## config.mk

```make
export PLATFORM = sky130hd
export DESIGN_NAME = csor_top
export DESIGN_NICKNAME = d
export VERILOG_FILES = /design/src/rtl/csor_pkg.sv /design/src/rtl/csor_alu_if.sv /design/src/rtl/csor_top.sv /design/src/rtl/csor_flag_alu.sv /design/src/rtl/csor_prescale.sv
export VERILOG_INCLUDE_DIRS = /design/src /design/src/rtl
export SDC_FILE = /design/constraint.sdc
export NUM_CORES = 1
export LEC_CHECK = 0
export BUFFER_PORTS_ARGS = -buffer_cell sky130_fd_sc_hd__buf_2
export CORE_AREA = 2 2 142 144
export DETAILED_ROUTE_END_ITERATION = 10
export DIE_AREA = 0 0 144 146
export HOLD_SLACK_MARGIN = 0.12
export RECOVER_POWER = 100
export SLEW_MARGIN = 30
export SYNTH_ARGS = -nofsm -noshare
export SYNTH_HDL_FRONTEND = slang
export SYNTH_SLANG_ARGS = --single-unit
```

## constraint.sdc

```tcl
create_clock -name clk -period 3.8 [get_ports clk]
set_clock_uncertainty 0.1 [all_clocks]
set_input_delay 0.19 -clock clk [delete_from_list [all_inputs] [get_ports clk]]
set_output_delay 0.19 -clock clk [all_outputs]
set_load 0.02 [all_outputs]
```

## src/rtl/csor_cfg.svh

```systemverilog
// csor register offsets, field positions, reset values and timing counts
`ifndef CSOR_CFG_SVH
`define CSOR_CFG_SVH

// avalon byte offsets, one aligned word per register
`define CSOR_OFS_STATUS    5'h00
`define CSOR_OFS_OPTION    5'h04
`define CSOR_OFS_WORK      5'h08
`define CSOR_OFS_FILE      5'h0c
`define CSOR_OFS_CMD       5'h10
`define CSOR_OFS_RESULT    5'h14

// core_status field positions
`define CSOR_ST_IRP        7
`define CSOR_ST_RP_HI      6
`define CSOR_ST_RP_LO      5
`define CSOR_ST_TO         4
`define CSOR_ST_PD         3
`define CSOR_ST_Z          2
`define CSOR_ST_DC         1
`define CSOR_ST_C          0

// timer_option_config field positions
`define CSOR_OPT_PU_DIS    7
`define CSOR_OPT_IRQ_EDGE  6
`define CSOR_OPT_CLK_SEL   5
`define CSOR_OPT_EDGE_SEL  4
`define CSOR_OPT_OWNER     3
`define CSOR_OPT_RATE_HI   2
`define CSOR_OPT_RATE_LO   0

// command word field positions
`define CSOR_CMD_OP_HI     3
`define CSOR_CMD_DEST      4
`define CSOR_CMD_BIT_HI    7
`define CSOR_CMD_BIT_LO    5
`define CSOR_CMD_LIT_HI    15
`define CSOR_CMD_LIT_LO    8

// reset values
`define CSOR_RST_BANK      3'h0
`define CSOR_RST_FLAGS     3'h0
`define CSOR_RST_OPTION    8'hff
`define CSOR_RST_WORK      8'h00

// instruction cycle is the core clock divided by four
`define CSOR_INSTR_DIV     4

`endif

```

## src/rtl/csor_pkg.sv

```systemverilog
// csor package: datapath operation codes
`default_nettype none
package csor_pkg;
   // instruction datapath operations
   typedef enum logic [3:0] {
      CSOR_OP_ADD_WF,
      CSOR_OP_ADD_LIT,
      CSOR_OP_SUB_WF,
      CSOR_OP_SUB_LIT,
      CSOR_OP_AND,
      CSOR_OP_OR,
      CSOR_OP_XOR,
      CSOR_OP_RRF,
      CSOR_OP_RLF,
      CSOR_OP_FILE_CLEAR_INSTR,
      CSOR_OP_MOVE_FROM_W_INSTR,
      CSOR_OP_NIBBLE_SWAP_INSTR,
      CSOR_OP_BCF,
      CSOR_OP_BSF
   } csor_op_t;
endpackage : csor_pkg
`default_nettype wire

```

## src/rtl/csor_alu_if.sv

```systemverilog
// csor interface between register core and flag datapath
`default_nettype none
interface csor_alu_if;
   import csor_pkg::*;
   logic [7:0] src;     // file operand or literal
   logic [7:0] work;    // working register operand
   csor_op_t   op;      // operation
   logic [2:0] bit_idx; // bit for clear or set
   logic       c_in;    // carry into rotates
   logic [7:0] res;     // result byte
   logic [2:0] flags;   // new z, dc, c
   logic [2:0] aff;     // which flags the op updates
   modport alu  (input src, work, op, bit_idx, c_in,
                 output res, flags, aff);
   modport core (output src, work, op, bit_idx, c_in,
                 input res, flags, aff);
endinterface : csor_alu_if
`default_nettype wire

```

## src/rtl/csor_top.sv

```systemverilog
// csor top: core status and timer option registers on avalon-mm
// Operation
// - status accepts writes like any register
// - flag bits take logic result, not data
// - timeout and sleep flags ignore software writes
// - clearing status gives 000u u1uu
// - carry and digit carry are inverted borrow
// - subtract by adding twos complement
// - rotates load carry with shifted bit
// - two direct bank bits pick bank
// - expiry flag set power-up/clear/sleep, cleared timeout
// - sleep flag set power-up/clear, cleared sleep
// - zero flag follows zero result
// - digit carry from low nibble
// - carry from most significant bit
// - pullup_disable turns off all pull-ups
// - ext_irq_edge selects rising or falling edge
// - counter_clk_sel picks pin or instruction clock
// - counter_edge_sel picks pin falling or rising
// - prescaler_owner gives prescaler to watchdog
// - prescaler_rate sets power of two division
//
// The Avalon-MM interface to the registers and the register addresses were decided locally.
`include "csor_cfg.svh"
`default_nettype none
module csor_top (
   input  wire logic        clk,
   input  wire logic        rst_b,
   // avalon-mm slave
   input  wire logic [4:0]  avs_address,
   input  wire logic        avs_read,
   input  wire logic        avs_write,
   input  wire logic [31:0] avs_writedata,
   input  wire logic [3:0]  avs_byteenable,
   output logic [31:0]      avs_readdata,
   output logic             avs_waitrequest,
   // core events, same clock
   input  wire logic        evt_wdt_clear,
   input  wire logic        evt_sleep,
   input  wire logic        evt_wdt_timeout,
   input  wire logic        wdt_base_tick,
   input  wire logic [7:0]  pullup_enable_bits,
   // pins, asynchronous
   input  wire logic        counter_input_pin,
   input  wire logic        ext_irq_pin,
   // outputs to the surrounding logic
   output logic [7:0]       pullup_en,
   output logic             ext_irq_event,
   output logic             tick_counter_inc,
   output logic             watchdog_tick,
   output logic [1:0]       direct_bank_sel,
   output logic             indirect_bank_sel
);
   import csor_pkg::*;

   // status fields kept apart so each owner has one process
   logic [2:0]  bank_ff;      // indirect and direct bank select
   logic        to_ff;        // watchdog_expiry_flag
   logic        pd_ff;        // sleep_entered_flag
   logic [2:0]  flag_ff;      // zero, nibble overflow, msb out
   logic [7:0]  option_ff;    // timer_option_config
   logic [7:0]  work_ff;      // working operand
   logic [7:0]  file_ff;      // scratch file operand
   logic [7:0]  result_ff;    // last datapath result
   logic        wait_ff;      // waitrequest state
   logic [31:0] rdata_ff;     // read data holding
   logic [7:0]  status;       // assembled status byte
   logic        take;         // bus request accepted this edge
   logic        wr_lo;        // low byte lane written
   logic        exec;         // command write executes an op
   logic        dest_st;      // command targets the status register
   logic [31:0] rd_mux;       // read data selection
   logic [1:0]  div_ff;       // instruction clock divider
   logic        instr_tick;   // instruction cycle pulse
   logic [2:0]  cpin_ff;      // counter pin sync and history
   logic [2:0]  ipin_ff;      // irq pin sync and history
   logic [2:0]  arm_ff;       // history valid after reset
   logic        cpin_edge;    // selected counter pin edge
   logic        irq_edge;     // selected irq pin edge
   logic        src_tick;     // tick counter source pulse
   logic        irq_ev_ff;    // registered irq edge pulse
   logic [7:0]  pu_ff;        // registered pull-up enables
   logic [7:0]  st_wr;        // status byte as the op writes it

   csor_alu_if alu_bus ();

   assign status = {bank_ff, to_ff, pd_ff, flag_ff};
   assign take   = (avs_read || avs_write) && !wait_ff;
   assign wr_lo  = take && avs_write && avs_byteenable[0];
   assign exec   = wr_lo && (avs_address == `CSOR_OFS_CMD);
   assign dest_st = avs_writedata[`CSOR_CMD_DEST];

   // datapath inputs: op, bit and literal from the command word, operands from registers
   always_comb begin
      alu_bus.op      = csor_op_t'(avs_writedata[`CSOR_CMD_OP_HI:0]);
      alu_bus.work    = work_ff;
      alu_bus.bit_idx = avs_writedata[`CSOR_CMD_BIT_HI:`CSOR_CMD_BIT_LO];
      alu_bus.c_in    = flag_ff[`CSOR_ST_C];
      // literal ops use the literal, file ops use status or scratch
      if (alu_bus.op == CSOR_OP_ADD_LIT ||
          alu_bus.op == CSOR_OP_SUB_LIT) begin
         alu_bus.src = avs_writedata[`CSOR_CMD_LIT_HI:`CSOR_CMD_LIT_LO];
      end else if (dest_st) begin
         alu_bus.src = status;
      end else begin
         alu_bus.src = file_ff;
      end
   end

   csor_flag_alu u_alu (
      .a (alu_bus.alu)
   );

   // status byte that an op aimed at status would store
   always_comb begin
      st_wr = alu_bus.res;
      // any flag-touching op blocks the data write to flags
      if (alu_bus.aff != 3'h0) begin
         for (int i = 0; i < 3; i++) begin
            st_wr[i] = alu_bus.aff[i] ? alu_bus.flags[i] : flag_ff[i];
         end
      end
   end

   // ---- avalon slave handshake ----
   // one wait cycle per access keeps read data a pure flop
   always_ff @(posedge clk or negedge rst_b) begin
      if (!rst_b) begin
         wait_ff <= 1'b1;
      end else if (wait_ff && (avs_read || avs_write)) begin
         wait_ff <= 1'b0;     // answer on next edge
      end else begin
         wait_ff <= 1'b1;     // request taken or idle
      end
   end

   // read data selection, unmapped offsets read zero
   always_comb begin
      rd_mux = 32'h0000_0000;
      unique case (avs_address)
         `CSOR_OFS_STATUS: rd_mux = {24'h00_0000, status};
         `CSOR_OFS_OPTION: rd_mux = {24'h00_0000, option_ff};
         `CSOR_OFS_WORK:   rd_mux = {24'h00_0000, work_ff};
         `CSOR_OFS_FILE:   rd_mux = {24'h00_0000, file_ff};
         `CSOR_OFS_RESULT: rd_mux = {24'h00_0000, result_ff};
         default:          rd_mux = 32'h0000_0000;
      endcase
   end

   // read data loaded as waitrequest drops, stable at the take edge
   always_ff @(posedge clk or negedge rst_b) begin
      if (!rst_b) begin
         rdata_ff <= 32'h0000_0000;
      end else if (wait_ff && avs_read) begin
         rdata_ff <= rd_mux;
      end
   end

   assign avs_readdata    = rdata_ff;
   assign avs_waitrequest = wait_ff;

   // ---- core_status ----
   // bank select bits: bus writes and ops aimed at status
   always_ff @(posedge clk or negedge rst_b) begin
      if (!rst_b) begin
         bank_ff <= `CSOR_RST_BANK;
      end else if (exec && dest_st) begin
         // clear op zeroes banks through the result byte
         bank_ff <= st_wr[`CSOR_ST_IRP:`CSOR_ST_RP_LO];
      end else if (wr_lo && avs_address == `CSOR_OFS_STATUS) begin
         bank_ff <= avs_writedata[`CSOR_ST_IRP:`CSOR_ST_RP_LO];
      end
   end

   // indirect half select; direct bank select
   assign indirect_bank_sel = bank_ff[2];
   assign direct_bank_sel   = bank_ff[1:0];

   // watchdog expiry flag, hardware only; a set beats a timeout
   always_ff @(posedge clk or negedge rst_b) begin
      if (!rst_b) begin
         to_ff <= 1'b1;
      end else if (evt_wdt_clear || evt_sleep) begin
         to_ff <= 1'b1;
      end else if (evt_wdt_timeout) begin
         to_ff <= 1'b0;
      end
      // no bus or op path reaches this flag
   end

   // sleep entered flag, hardware only
   always_ff @(posedge clk or negedge rst_b) begin
      if (!rst_b) begin
         pd_ff <= 1'b1;
      end else if (evt_wdt_clear) begin
         pd_ff <= 1'b1;
      end else if (evt_sleep) begin
         pd_ff <= 1'b0;
      end
      // software writes never reach this flag
   end

   // arithmetic flags: op results first, then plain writes
   always_ff @(posedge clk or negedge rst_b) begin
      if (!rst_b) begin
         // undefined at power-up, zero here for determinism
         flag_ff <= `CSOR_RST_FLAGS;
      end else if (exec && dest_st) begin
         // logic result replaces written flag values
         flag_ff <= st_wr[2:0];
      end else if (exec) begin
         for (int i = 0; i < 3; i++) begin
            if (alu_bus.aff[i]) begin
               flag_ff[i] <= alu_bus.flags[i];
            end
         end
      end else if (wr_lo && avs_address == `CSOR_OFS_STATUS) begin
         // flags are writable when no op is involved
         flag_ff <= avs_writedata[2:0];
      end
   end

   // ---- operand and result registers ----
   // working operand written from the bus
   always_ff @(posedge clk or negedge rst_b) begin
      if (!rst_b) begin
         work_ff <= `CSOR_RST_WORK;
      end else if (wr_lo && avs_address == `CSOR_OFS_WORK) begin
         work_ff <= avs_writedata[7:0];
      end
   end

   // scratch file: bus write or op result when not aimed at status
   always_ff @(posedge clk or negedge rst_b) begin
      if (!rst_b) begin
         file_ff <= `CSOR_RST_WORK;
      end else if (exec && !dest_st) begin
         file_ff <= alu_bus.res;
      end else if (wr_lo && avs_address == `CSOR_OFS_FILE) begin
         file_ff <= avs_writedata[7:0];
      end
   end

   // last result, so software sees what the datapath produced
   always_ff @(posedge clk or negedge rst_b) begin
      if (!rst_b) begin
         result_ff <= `CSOR_RST_WORK;
      end else if (exec) begin
         result_ff <= alu_bus.res;
      end
   end

   // ---- timer_option_config ----
   always_ff @(posedge clk or negedge rst_b) begin
      if (!rst_b) begin
         option_ff <= `CSOR_RST_OPTION;
      end else if (wr_lo && avs_address == `CSOR_OFS_OPTION) begin
         option_ff <= avs_writedata[7:0];
      end
   end

   // ---- instruction clock ----
   // free running divide by four gives one pulse per four clocks
   always_ff @(posedge clk or negedge rst_b) begin
      if (!rst_b) begin
         div_ff <= 2'h0;
      end else begin
         div_ff <= div_ff + 2'h1;
      end
   end
   assign instr_tick = (div_ff == 2'(`CSOR_INSTR_DIV - 1));

   // ---- pin synchronisers ----
   // two flops then a history flop; only stages 1 and 2 feed logic
   // edges wait until the history holds a real sample: no false edge
   always_ff @(posedge clk or negedge rst_b) begin
      if (!rst_b) begin
         cpin_ff <= 3'h0;
         ipin_ff <= 3'h0;
         arm_ff  <= 3'h0;
      end else begin
         cpin_ff <= {cpin_ff[1:0], counter_input_pin};
         ipin_ff <= {ipin_ff[1:0], ext_irq_pin};
         arm_ff  <= {arm_ff[1:0], 1'b1};
      end
   end

   // falling edge when set, rising when clear
   assign cpin_edge = arm_ff[2] && (option_ff[`CSOR_OPT_EDGE_SEL] ?
                      (cpin_ff[2] && !cpin_ff[1]) :
                      (!cpin_ff[2] && cpin_ff[1]));
   // rising edge when set, falling when clear
   assign irq_edge  = arm_ff[2] && (option_ff[`CSOR_OPT_IRQ_EDGE] ?
                      (!ipin_ff[2] && ipin_ff[1]) :
                      (ipin_ff[2] && !ipin_ff[1]));
   assign src_tick  = option_ff[`CSOR_OPT_CLK_SEL] ? cpin_edge :
                      instr_tick;

   // registered irq edge pulse
   always_ff @(posedge clk or negedge rst_b) begin
      if (!rst_b) begin
         irq_ev_ff <= 1'b0;
      end else begin
         irq_ev_ff <= irq_edge;
      end
   end
   assign ext_irq_event = irq_ev_ff;

   always_ff @(posedge clk or negedge rst_b) begin
      if (!rst_b) begin
         pu_ff <= 8'h00;
      end else if (option_ff[`CSOR_OPT_PU_DIS]) begin
         pu_ff <= 8'h00;
      end else begin
         pu_ff <= pullup_enable_bits;
      end
   end
   assign pullup_en = pu_ff;

   // owner and rate steer the shared prescaler
   csor_prescale #(
      .CNT_W (8)
   ) u_presc (
      .clk      (clk),
      .rst_b    (rst_b),
      .src_tick (src_tick),
      .wdt_tick (wdt_base_tick),
      .owner    (option_ff[`CSOR_OPT_OWNER]),
      .rate     (option_ff[`CSOR_OPT_RATE_HI:`CSOR_OPT_RATE_LO]),
      .cnt_inc  (tick_counter_inc),
      .wdt_out  (watchdog_tick)
   );
endmodule : csor_top
`default_nettype wire

```

## src/rtl/csor_flag_alu.sv

```systemverilog
// csor flag datapath: result and arithmetic flags of one operation
`default_nettype none
module csor_flag_alu (
   csor_alu_if.alu a
);
   import csor_pkg::*;
   logic [7:0] add_b;   // second addend, inverted for subtraction
   logic       add_ci;  // carry in, one for subtraction
   logic [8:0] sum;     // full sum with carry out
   logic [4:0] nib;     // low nibble sum with digit carry

   always_comb begin
      add_b  = a.work;
      add_ci = 1'b0;
      if (a.op == CSOR_OP_SUB_WF || a.op == CSOR_OP_SUB_LIT) begin
         add_b  = ~a.work;
         add_ci = 1'b1;
      end
      sum = {1'b0, a.src} + {1'b0, add_b} + {8'h00, add_ci};
      nib = {1'b0, a.src[3:0]} + {1'b0, add_b[3:0]} + {4'h0, add_ci};
   end

   // per operation result and flag selection
   always_comb begin
      a.res   = a.src;
      a.flags = 3'h0;
      a.aff   = 3'h0;
      unique case (a.op)
         // digit carry out; carry out; borrow is inverted
         CSOR_OP_ADD_WF, CSOR_OP_ADD_LIT,
         CSOR_OP_SUB_WF, CSOR_OP_SUB_LIT: begin
            a.res   = sum[7:0];
            a.flags = {sum[7:0] == 8'h00, nib[4], sum[8]};
            a.aff   = 3'h7;
         end
         CSOR_OP_AND: begin
            a.res = a.src & a.work;
            a.aff = 3'h4;
         end
         CSOR_OP_OR: begin
            a.res = a.src | a.work;
            a.aff = 3'h4;
         end
         CSOR_OP_XOR: begin
            a.res = a.src ^ a.work;
            a.aff = 3'h4;
         end
         CSOR_OP_RRF: begin
            a.res   = {a.c_in, a.src[7:1]};
            a.flags = {2'h0, a.src[0]};
            a.aff   = 3'h1;
         end
         CSOR_OP_RLF: begin
            a.res   = {a.src[6:0], a.c_in};
            a.flags = {2'h0, a.src[7]};
            a.aff   = 3'h1;
         end
         CSOR_OP_FILE_CLEAR_INSTR: begin
            a.res = 8'h00;
            a.aff = 3'h4;
         end
         // moves, swaps and bit ops leave every flag alone
         CSOR_OP_MOVE_FROM_W_INSTR: a.res = a.work;
         CSOR_OP_NIBBLE_SWAP_INSTR: a.res = {a.src[3:0], a.src[7:4]};
         CSOR_OP_BCF:   a.res = a.src & ~(8'h01 << a.bit_idx);
         CSOR_OP_BSF:   a.res = a.src | (8'h01 << a.bit_idx);
         default:       a.res = a.src;  // undefined code: no change
      endcase
      if (a.aff[2]) begin
         a.flags[2] = (a.res == 8'h00);
      end
   end
endmodule : csor_flag_alu
`default_nettype wire

```

## src/rtl/csor_prescale.sv

```systemverilog
// csor shared prescaler between tick counter and watchdog
`default_nettype none
module csor_prescale #(
   parameter int CNT_W = 8  // prescaler counter width
) (
   input  wire logic       clk,
   input  wire logic       rst_b,
   input  wire logic       src_tick,   // counter source pulse
   input  wire logic       wdt_tick,   // watchdog base pulse
   input  wire logic       owner,      // 1: watchdog, 0: tick counter
   input  wire logic [2:0] rate,       // division select
   output logic            cnt_inc,    // tick counter increment pulse
   output logic            wdt_out     // watchdog increment pulse
);
   logic [CNT_W-1:0] cnt_ff;     // shared divider chain
   logic [CNT_W:0]   tmr_mask;   // 2^(rate+1)-1
   logic [CNT_W:0]   wdt_mask;   // 2^rate-1
   logic [CNT_W:0]   mask;       // mask of the assigned user
   logic             in_tick;    // pulse fed into the chain
   logic             fire;       // divided pulse

   always_comb begin
      // shift amount one bit wider so rate seven reaches 1:256
      tmr_mask = ({{CNT_W{1'b0}}, 1'b1} << ({1'b0, rate} + 4'h1)) - 1'b1;
      wdt_mask = ({{CNT_W{1'b0}}, 1'b1} << rate) - 1'b1;
      mask     = owner ? wdt_mask : tmr_mask;
      in_tick  = owner ? wdt_tick : src_tick;
      fire     = in_tick && ((cnt_ff & mask[CNT_W-1:0]) ==
                             mask[CNT_W-1:0]);
   end

   // divider chain advances only on its own input pulse
   always_ff @(posedge clk or negedge rst_b) begin
      if (!rst_b) begin
         cnt_ff <= '0;
      end else if (in_tick) begin
         cnt_ff <= cnt_ff + 1'b1;
      end
   end

   // owner high gives tick counter undivided source
   always_ff @(posedge clk or negedge rst_b) begin
      if (!rst_b) begin
         cnt_inc <= 1'b0;
         wdt_out <= 1'b0;
      end else begin
         cnt_inc <= owner ? src_tick : fire;
         wdt_out <= owner ? fire : wdt_tick;
      end
   end
endmodule : csor_prescale
`default_nettype wire

```

== Word level (Yosys, flattened, before mapping) ==
Cells that the tools add are included.
Cells by class
  mux-type cells: 32
  reductions and logical operators: 41
  bitwise gates (word level): 8
  shift operators: 3
  add/subtract/negate cells: 9
  eq/ne operators: 20
Operator list (count)
  $pmux W8 S11: 1
  $mux W8: 7
  $pmux W8 S5: 1
  $and A8 B8 Y8: 3
  $eq A4 B4 Y1 const B: 6
  $logic_and A1 B1 Y1: 19
  $mux W3: 6
  $eq A4 B3 Y1 const B: 4
  $not A8 Y8: 2
  $or A8 B8 Y8: 2
  $shl A1 B3 Y8 const A: 2
  $sub A8 B1 Y8 const B: 2
  $mux W1: 15
  $eq A5 B4 Y1 const B: 2
  $eq A5 B5 Y1 const B: 2
  $add A8 B8 Y9: 1
  $add A9 B1 Y9: 1
  $pmux W3 S3: 1
  $add A8 B1 Y8 const B: 1
  $eq A4 B2 Y1 const B: 2
  $eq A8 B8 Y1: 1
  $logic_not A8 Y1: 1
  $reduce_bool A2 Y1: 4
  $reduce_or A4 Y1: 2
  other kinds (16): 25
Word-level totals
  bits in registers: 103
  output and inout port bits: 47
  input port bits: 59

== Depth between registers and ports, before layout ==
  word-level depth: 10
  mapped depth: 15
  depth with buffers taken out: 12

== Hierarchy ==
From an unflattened synthesis, not the netlist that was laid out.
Unflattened totals
  cell total of the unflattened synthesis: 623
  area total of the unflattened synthesis: 5789.3 um^2
By module, submodules not included
  csor_top: times used 1, area an instance 3455.8 um^2, sequential area each 1740.4 um^2, cells each 308
  csor_flag_alu: times used 1, area an instance 1457.6 um^2, sequential area each 0.0 um^2, cells each 218
  csor_prescale: times used 1, area an instance 875.8 um^2, sequential area each 250.2 um^2, cells each 97

== Least setup slack after synthesis ==
No wires, ideal clock.
  path kind: in2reg
  start point: input port avs_writedata[2]
  end point: register flag_ff[2]
  arrival time: 2.942 ns
  cell stages on the path: 13
  buffers on the path: 2
  setup slack: 0.666 ns
  cell sequence: buf_6 -> or3b_1 -> buf_6 -> mux2i_2 -> inv_1 -> fa_1 -> a211oi_1 -> nor2_1 -> mux2i_1 -> o2111ai_1 -> a21oi_1 -> o2111ai_1 -> o31ai_2
Between the ends
  word-level cells in the longest chain between the ends: 10
  elaborated cells between the ends (all ways): 38
  classes of those cells: add/sub: 2; eq/ne: 13; mux: 10; bitwise: 5; reduce/logical: 8
Ends and longest elaborated chain
  from (decl): RTL line csor_top.sv:33  | input wire logic [31:0] avs_writedata,
  $eq A4 B1 Y1, or another cell as far along: RTL line csor_top.sv:100, csor_flag_alu.sv:28
  $logic_or A1 B1 Y1 (on tied branches): RTL line csor_top.sv:100, csor_flag_alu.sv:15
  $mux W8 (on tied branches): RTL line csor_top.sv:100, csor_flag_alu.sv:15
  $add A8 B8 Y9: RTL line csor_flag_alu.sv:19  | sum = {1'b0, a.src} + {1'b0, add_b} + {8'h00, add_ci};
  $add A9 B1 Y9: RTL line csor_flag_alu.sv:19
  $pmux W8 S11: RTL line csor_flag_alu.sv:28  | unique case (a.op)
  $logic_not A8 Y1: RTL line csor_flag_alu.sv:70  | a.flags[2] = (a.res == 8'h00);
  $mux W1: RTL line csor_top.sv:120, csor_top.sv:213
  $mux W3 (on tied branches): RTL line csor_top.sv:211, csor_top.sv:118
  $mux W3 *: RTL line csor_top.sv:208  | end else if (exec && dest_st) begin
  to (signal assigned): RTL line csor_top.sv:207  | flag_ff <= `CSOR_RST_FLAGS;
  to (signal assigned): RTL line csor_top.sv:210  | flag_ff <= st_wr[2:0];
  to (signal, indexed assignment): RTL line csor_top.sv:214  | flag_ff[i] <= alu_bus.flags[i];
  to (decl): RTL line csor_top.sv:60  | logic [2:0] flag_ff;
Mark *: on every way between the ends. The rest lies on a longest branch, timed or not. The select of a mux whose other input is x is not followed.
A chain may end at the register's enable or synchronous reset.

== Worst setup path after layout ==
  start point: register flag_ff[1]
  end point: register flag_ff[2]
Between the ends
  word-level cells in the longest chain between the ends: 9
  elaborated cells between the ends (all ways): 15
  classes of those cells: add/sub: 2; mux: 7; bitwise: 5; reduce/logical: 1
Ends and longest elaborated chain
  $mux W8 *: RTL line csor_top.sv:103  | end else if (dest_st) begin
  $mux W8 *: RTL line csor_top.sv:100  | if (alu_bus.op == CSOR_OP_ADD_LIT ||
  $add A8 B8 Y9: RTL line csor_flag_alu.sv:19
  $add A9 B1 Y9: RTL line csor_flag_alu.sv:19
  $pmux W8 S11 *: RTL line csor_flag_alu.sv:28
  $logic_not A8 Y1: RTL line csor_flag_alu.sv:70
  $mux W1: RTL line csor_top.sv:120, csor_top.sv:213
  $mux W3 (on tied branches): RTL line csor_top.sv:211, csor_top.sv:118
  $mux W3 *: RTL line csor_top.sv:208
Mark *: on every way between the ends. The rest lies on a longest branch, timed or not.

==> flow_summary.ini <==
[final_layout]
nFillCells = 2047
fin_cells = 967
nets = 768
diodes = 0
syn_to_final_growth_pct = 14.5
drive_above_1_share = 0.170

[power_and_ir_drop]
peakVddDrop_uv = 238
power_mw = 2.65
power-per-cell-area_nw_per_um2 = 402
power_leakage_nw = 2.81

[worst_setup_path]
crit_family = simple AND/OR/NAND/NOR gates
cp.buffers_inverters = 1
cp_num_cells = 11
setup.worst_path.class = register to register
critPathLaunchType = register
critPathRequiredTime_ns = 3.95
reg2reg_depth = 11
reg2reg_slack_ns = 0.16
cp-end-kind = register
crit_path_max_incr_delay_ns = 0.88
arrival_ns = 3.79
slowest_stage = nor4_1
path_cells = mux2_2 > mux2i_2 > inv_1 > fa_1 > xor2_1 > nor2_1 > a211oi_1 > nor4_1 > and4_1 > o2111ai_1 > o31ai_2
critPathMaxFanout = 4

[global_routing]
overflow = 0
grt_antenna_before_repair = 1
grt_pass1_wl_um = 26000
grt_pass1_vias = 4722
grt_use_total = 0.157
grt_max_degree = 80

[logic_synthesis]
syn_inst = 633
async_flop_share = 1.00
yosysSeqAreaShare = 0.347
synth_top_area_cell = dfrtp_1
synth_area_leaders = dfrtp_1 (30%), dfstp_2 (5.0%), o21ai_0 (4.4%)
synth.avg_cell_area_sq_um = 9.07
ys_warn_count = 0
synth_cell_types = 91
yosys.area.top_type_share = 0.296
ys_ff_latch = 79
yosysMostFrequentCell = dfrtp_1
synthesis.area_sq_um = 5740
yosys-top-cells-count = dfrtp_1 (68), nor2_1 (52), o21ai_0 (51)
synth-edff-count = 0
synthFlopType = dfrtp_1

[sta]
worstMarginPinSlew_ns = 1.98
finalCritPeriodShare = 0.958
slew_viol_final = 80
relSlewSlack = -0.320
rsz0062_at_grt = false
hold_viol_final = 0
layout_min_cycle_time_ns = 3.64
fmax_mhz = 275
setup_viol = 0
final.setup.tns_ns = 0

[clock_tree]
h-tree-depth = 3
cts_resized = 0
clkLatencyLatePin_ns = 0.33
cts_tree = built
cts.sinks = 79
root_buffer = clkbuf_16
clk_pin_slew_worst_paths_ns = 0.06
cts_buffer_depth = 2
numCtsBuffers = 9

[routing]
num_vias = 4994
wirelength_um = 16500
ant_nets = 0
dr.pass1.iters = 5
post-route-drc-count = 0
drtIter0Drc = 406
viasPerCell = 5.16
wire_per_inst_um = 17.1

[die]
row_count = 51
die_area_sq_um = 21000
start_util = 0.297
io_pins = 106
core_area_sq_um = 19300
dieHeight_um = 146
die_w_um = 144

[run_status]
violations = capacitance limit, slew limit
status = finished with violations

[place]
placedCellCount = 933
routabilityCongestion = 0.947
numPortBuffers = 62
post-dp-hpwl_um = 11800

[hold_path]
hp-class = input port to register
hold_depth = 2

[flow_run]
max_cap_viol_count = 2
[path summary, 6_finish.rpt]
| kind | start | endpoint |
|---|---|---|
| min in group asynchronous | rst_b | pullup_en[2] |
| max | flag_ff[1] | flag_ff[2] |
| max reg2reg | flag_ff[1] | flag_ff[2] |
| min | avs_writedata[4] | alu_bus.work[4] |
| max in group asynchronous | rst_b | alu_bus.work[3] |
| min reg2reg | arm_ff[1] | arm_ff[2] |
[cell type report]
class,instances,area [sq um],share of cell area
Clock buffer,12,246,0.0375
Clock inverter,4,47.5,0.00723
Inverter,17,63.8,0.00971
Multi-Input combinational cell,494,3320,0.504
Sequential cell,79,1990,0.303
Tap cell,265,332,0.0504
Timing Repair Buffer,96,579,0.0881
[power breakdown]
part	internal, mW	switching [mW]
clock network	0.525	0.328
registers	0.942	0.119
logic	0.307	0.425
[kinds of logic after synthesis]
family	share of synthesized area
XOR/XNOR	0.0303
AO/OA/AOI/OAI	0.220
adder cells (fa/ha/maj)	0.0274
flip-flops	0.347
buffers and inverters	0.0806
multiplexers	0.0913
other	0.00131
AND/OR/NAND/NOR	0.203
[flip-flops by register name, indices dropped and copies added (netlist names), 2 cells and up]
signal	cells
file_ff	8
cpin_ff	3
alu_bus.work	8
bank_ff	3
div_ff	2
avs_readdata	8
flag_ff	3
pullup_en	8
option_ff	8
u_presc.cnt_ff	8
arm_ff	3
result_ff	8
ipin_ff	3
[metrics by stage]
step | hold WS [ns] | cell area [sq um] | setup WS, ns | utilization
2_1_floorplan | -0.206 | 5830 | 0.666 | -
3_3_place_gp | 0.200 | 6200 | 0.290 | 0.320
3_5_place_dp | 0.186 | 6200 | 0.211 | 0.321
4_1_cts | 0.201 | 6680 | 0.324 | 0.345
5_1_grt | 0.226 | 6580 | 0.0699 | 0.340
6_report | 0.212 | 6580 | 0.161 | 0.340
[metal layers]
layer / GRT usage / routed length (um) / vias up
met3: 0.0296 / 1080 / 30
met2: 0.238 / 7340 / 195
met4: 0.0588 / 346 / 0
li1: - / - / 2390
met1: 0.222 / 7740 / 2379
met5: 0 / 0 / -
[timing repair]
action                    CTS  global route
hold endpoints to repair   82             0
hold buffers               18             0
buffers inserted            0             0
[cell usage in the layout (no fill, tap or decap), types with 5 or more instances in the layout]
cell type / n
mux2i_1: 22
ha_1: 11
nor2_1: 52
dlygate4sd3_1: 18
nand2b_1: 6
conb_1: 25
buf_4: 16
a21oi_1: 34
clkbuf_16: 9
and4b_1: 5
nand2_1: 48
dfstp_2: 6
a21o_1: 11
buf_2: 36
nor3b_1: 5
inv_1: 16
xnor2_1: 16
o21ai_0: 52
mux2_2: 20
dfstp_1: 5
and3_1: 5
nor2b_1: 18
o22ai_1: 13
dfrtp_1: 68
clkbuf_1: 27
nand3_1: 9
o211ai_1: 6
o21a_1: 7
a211oi_1: 11
nor3_1: 13
No activity file was read; power rests on OpenSTA's default activity.
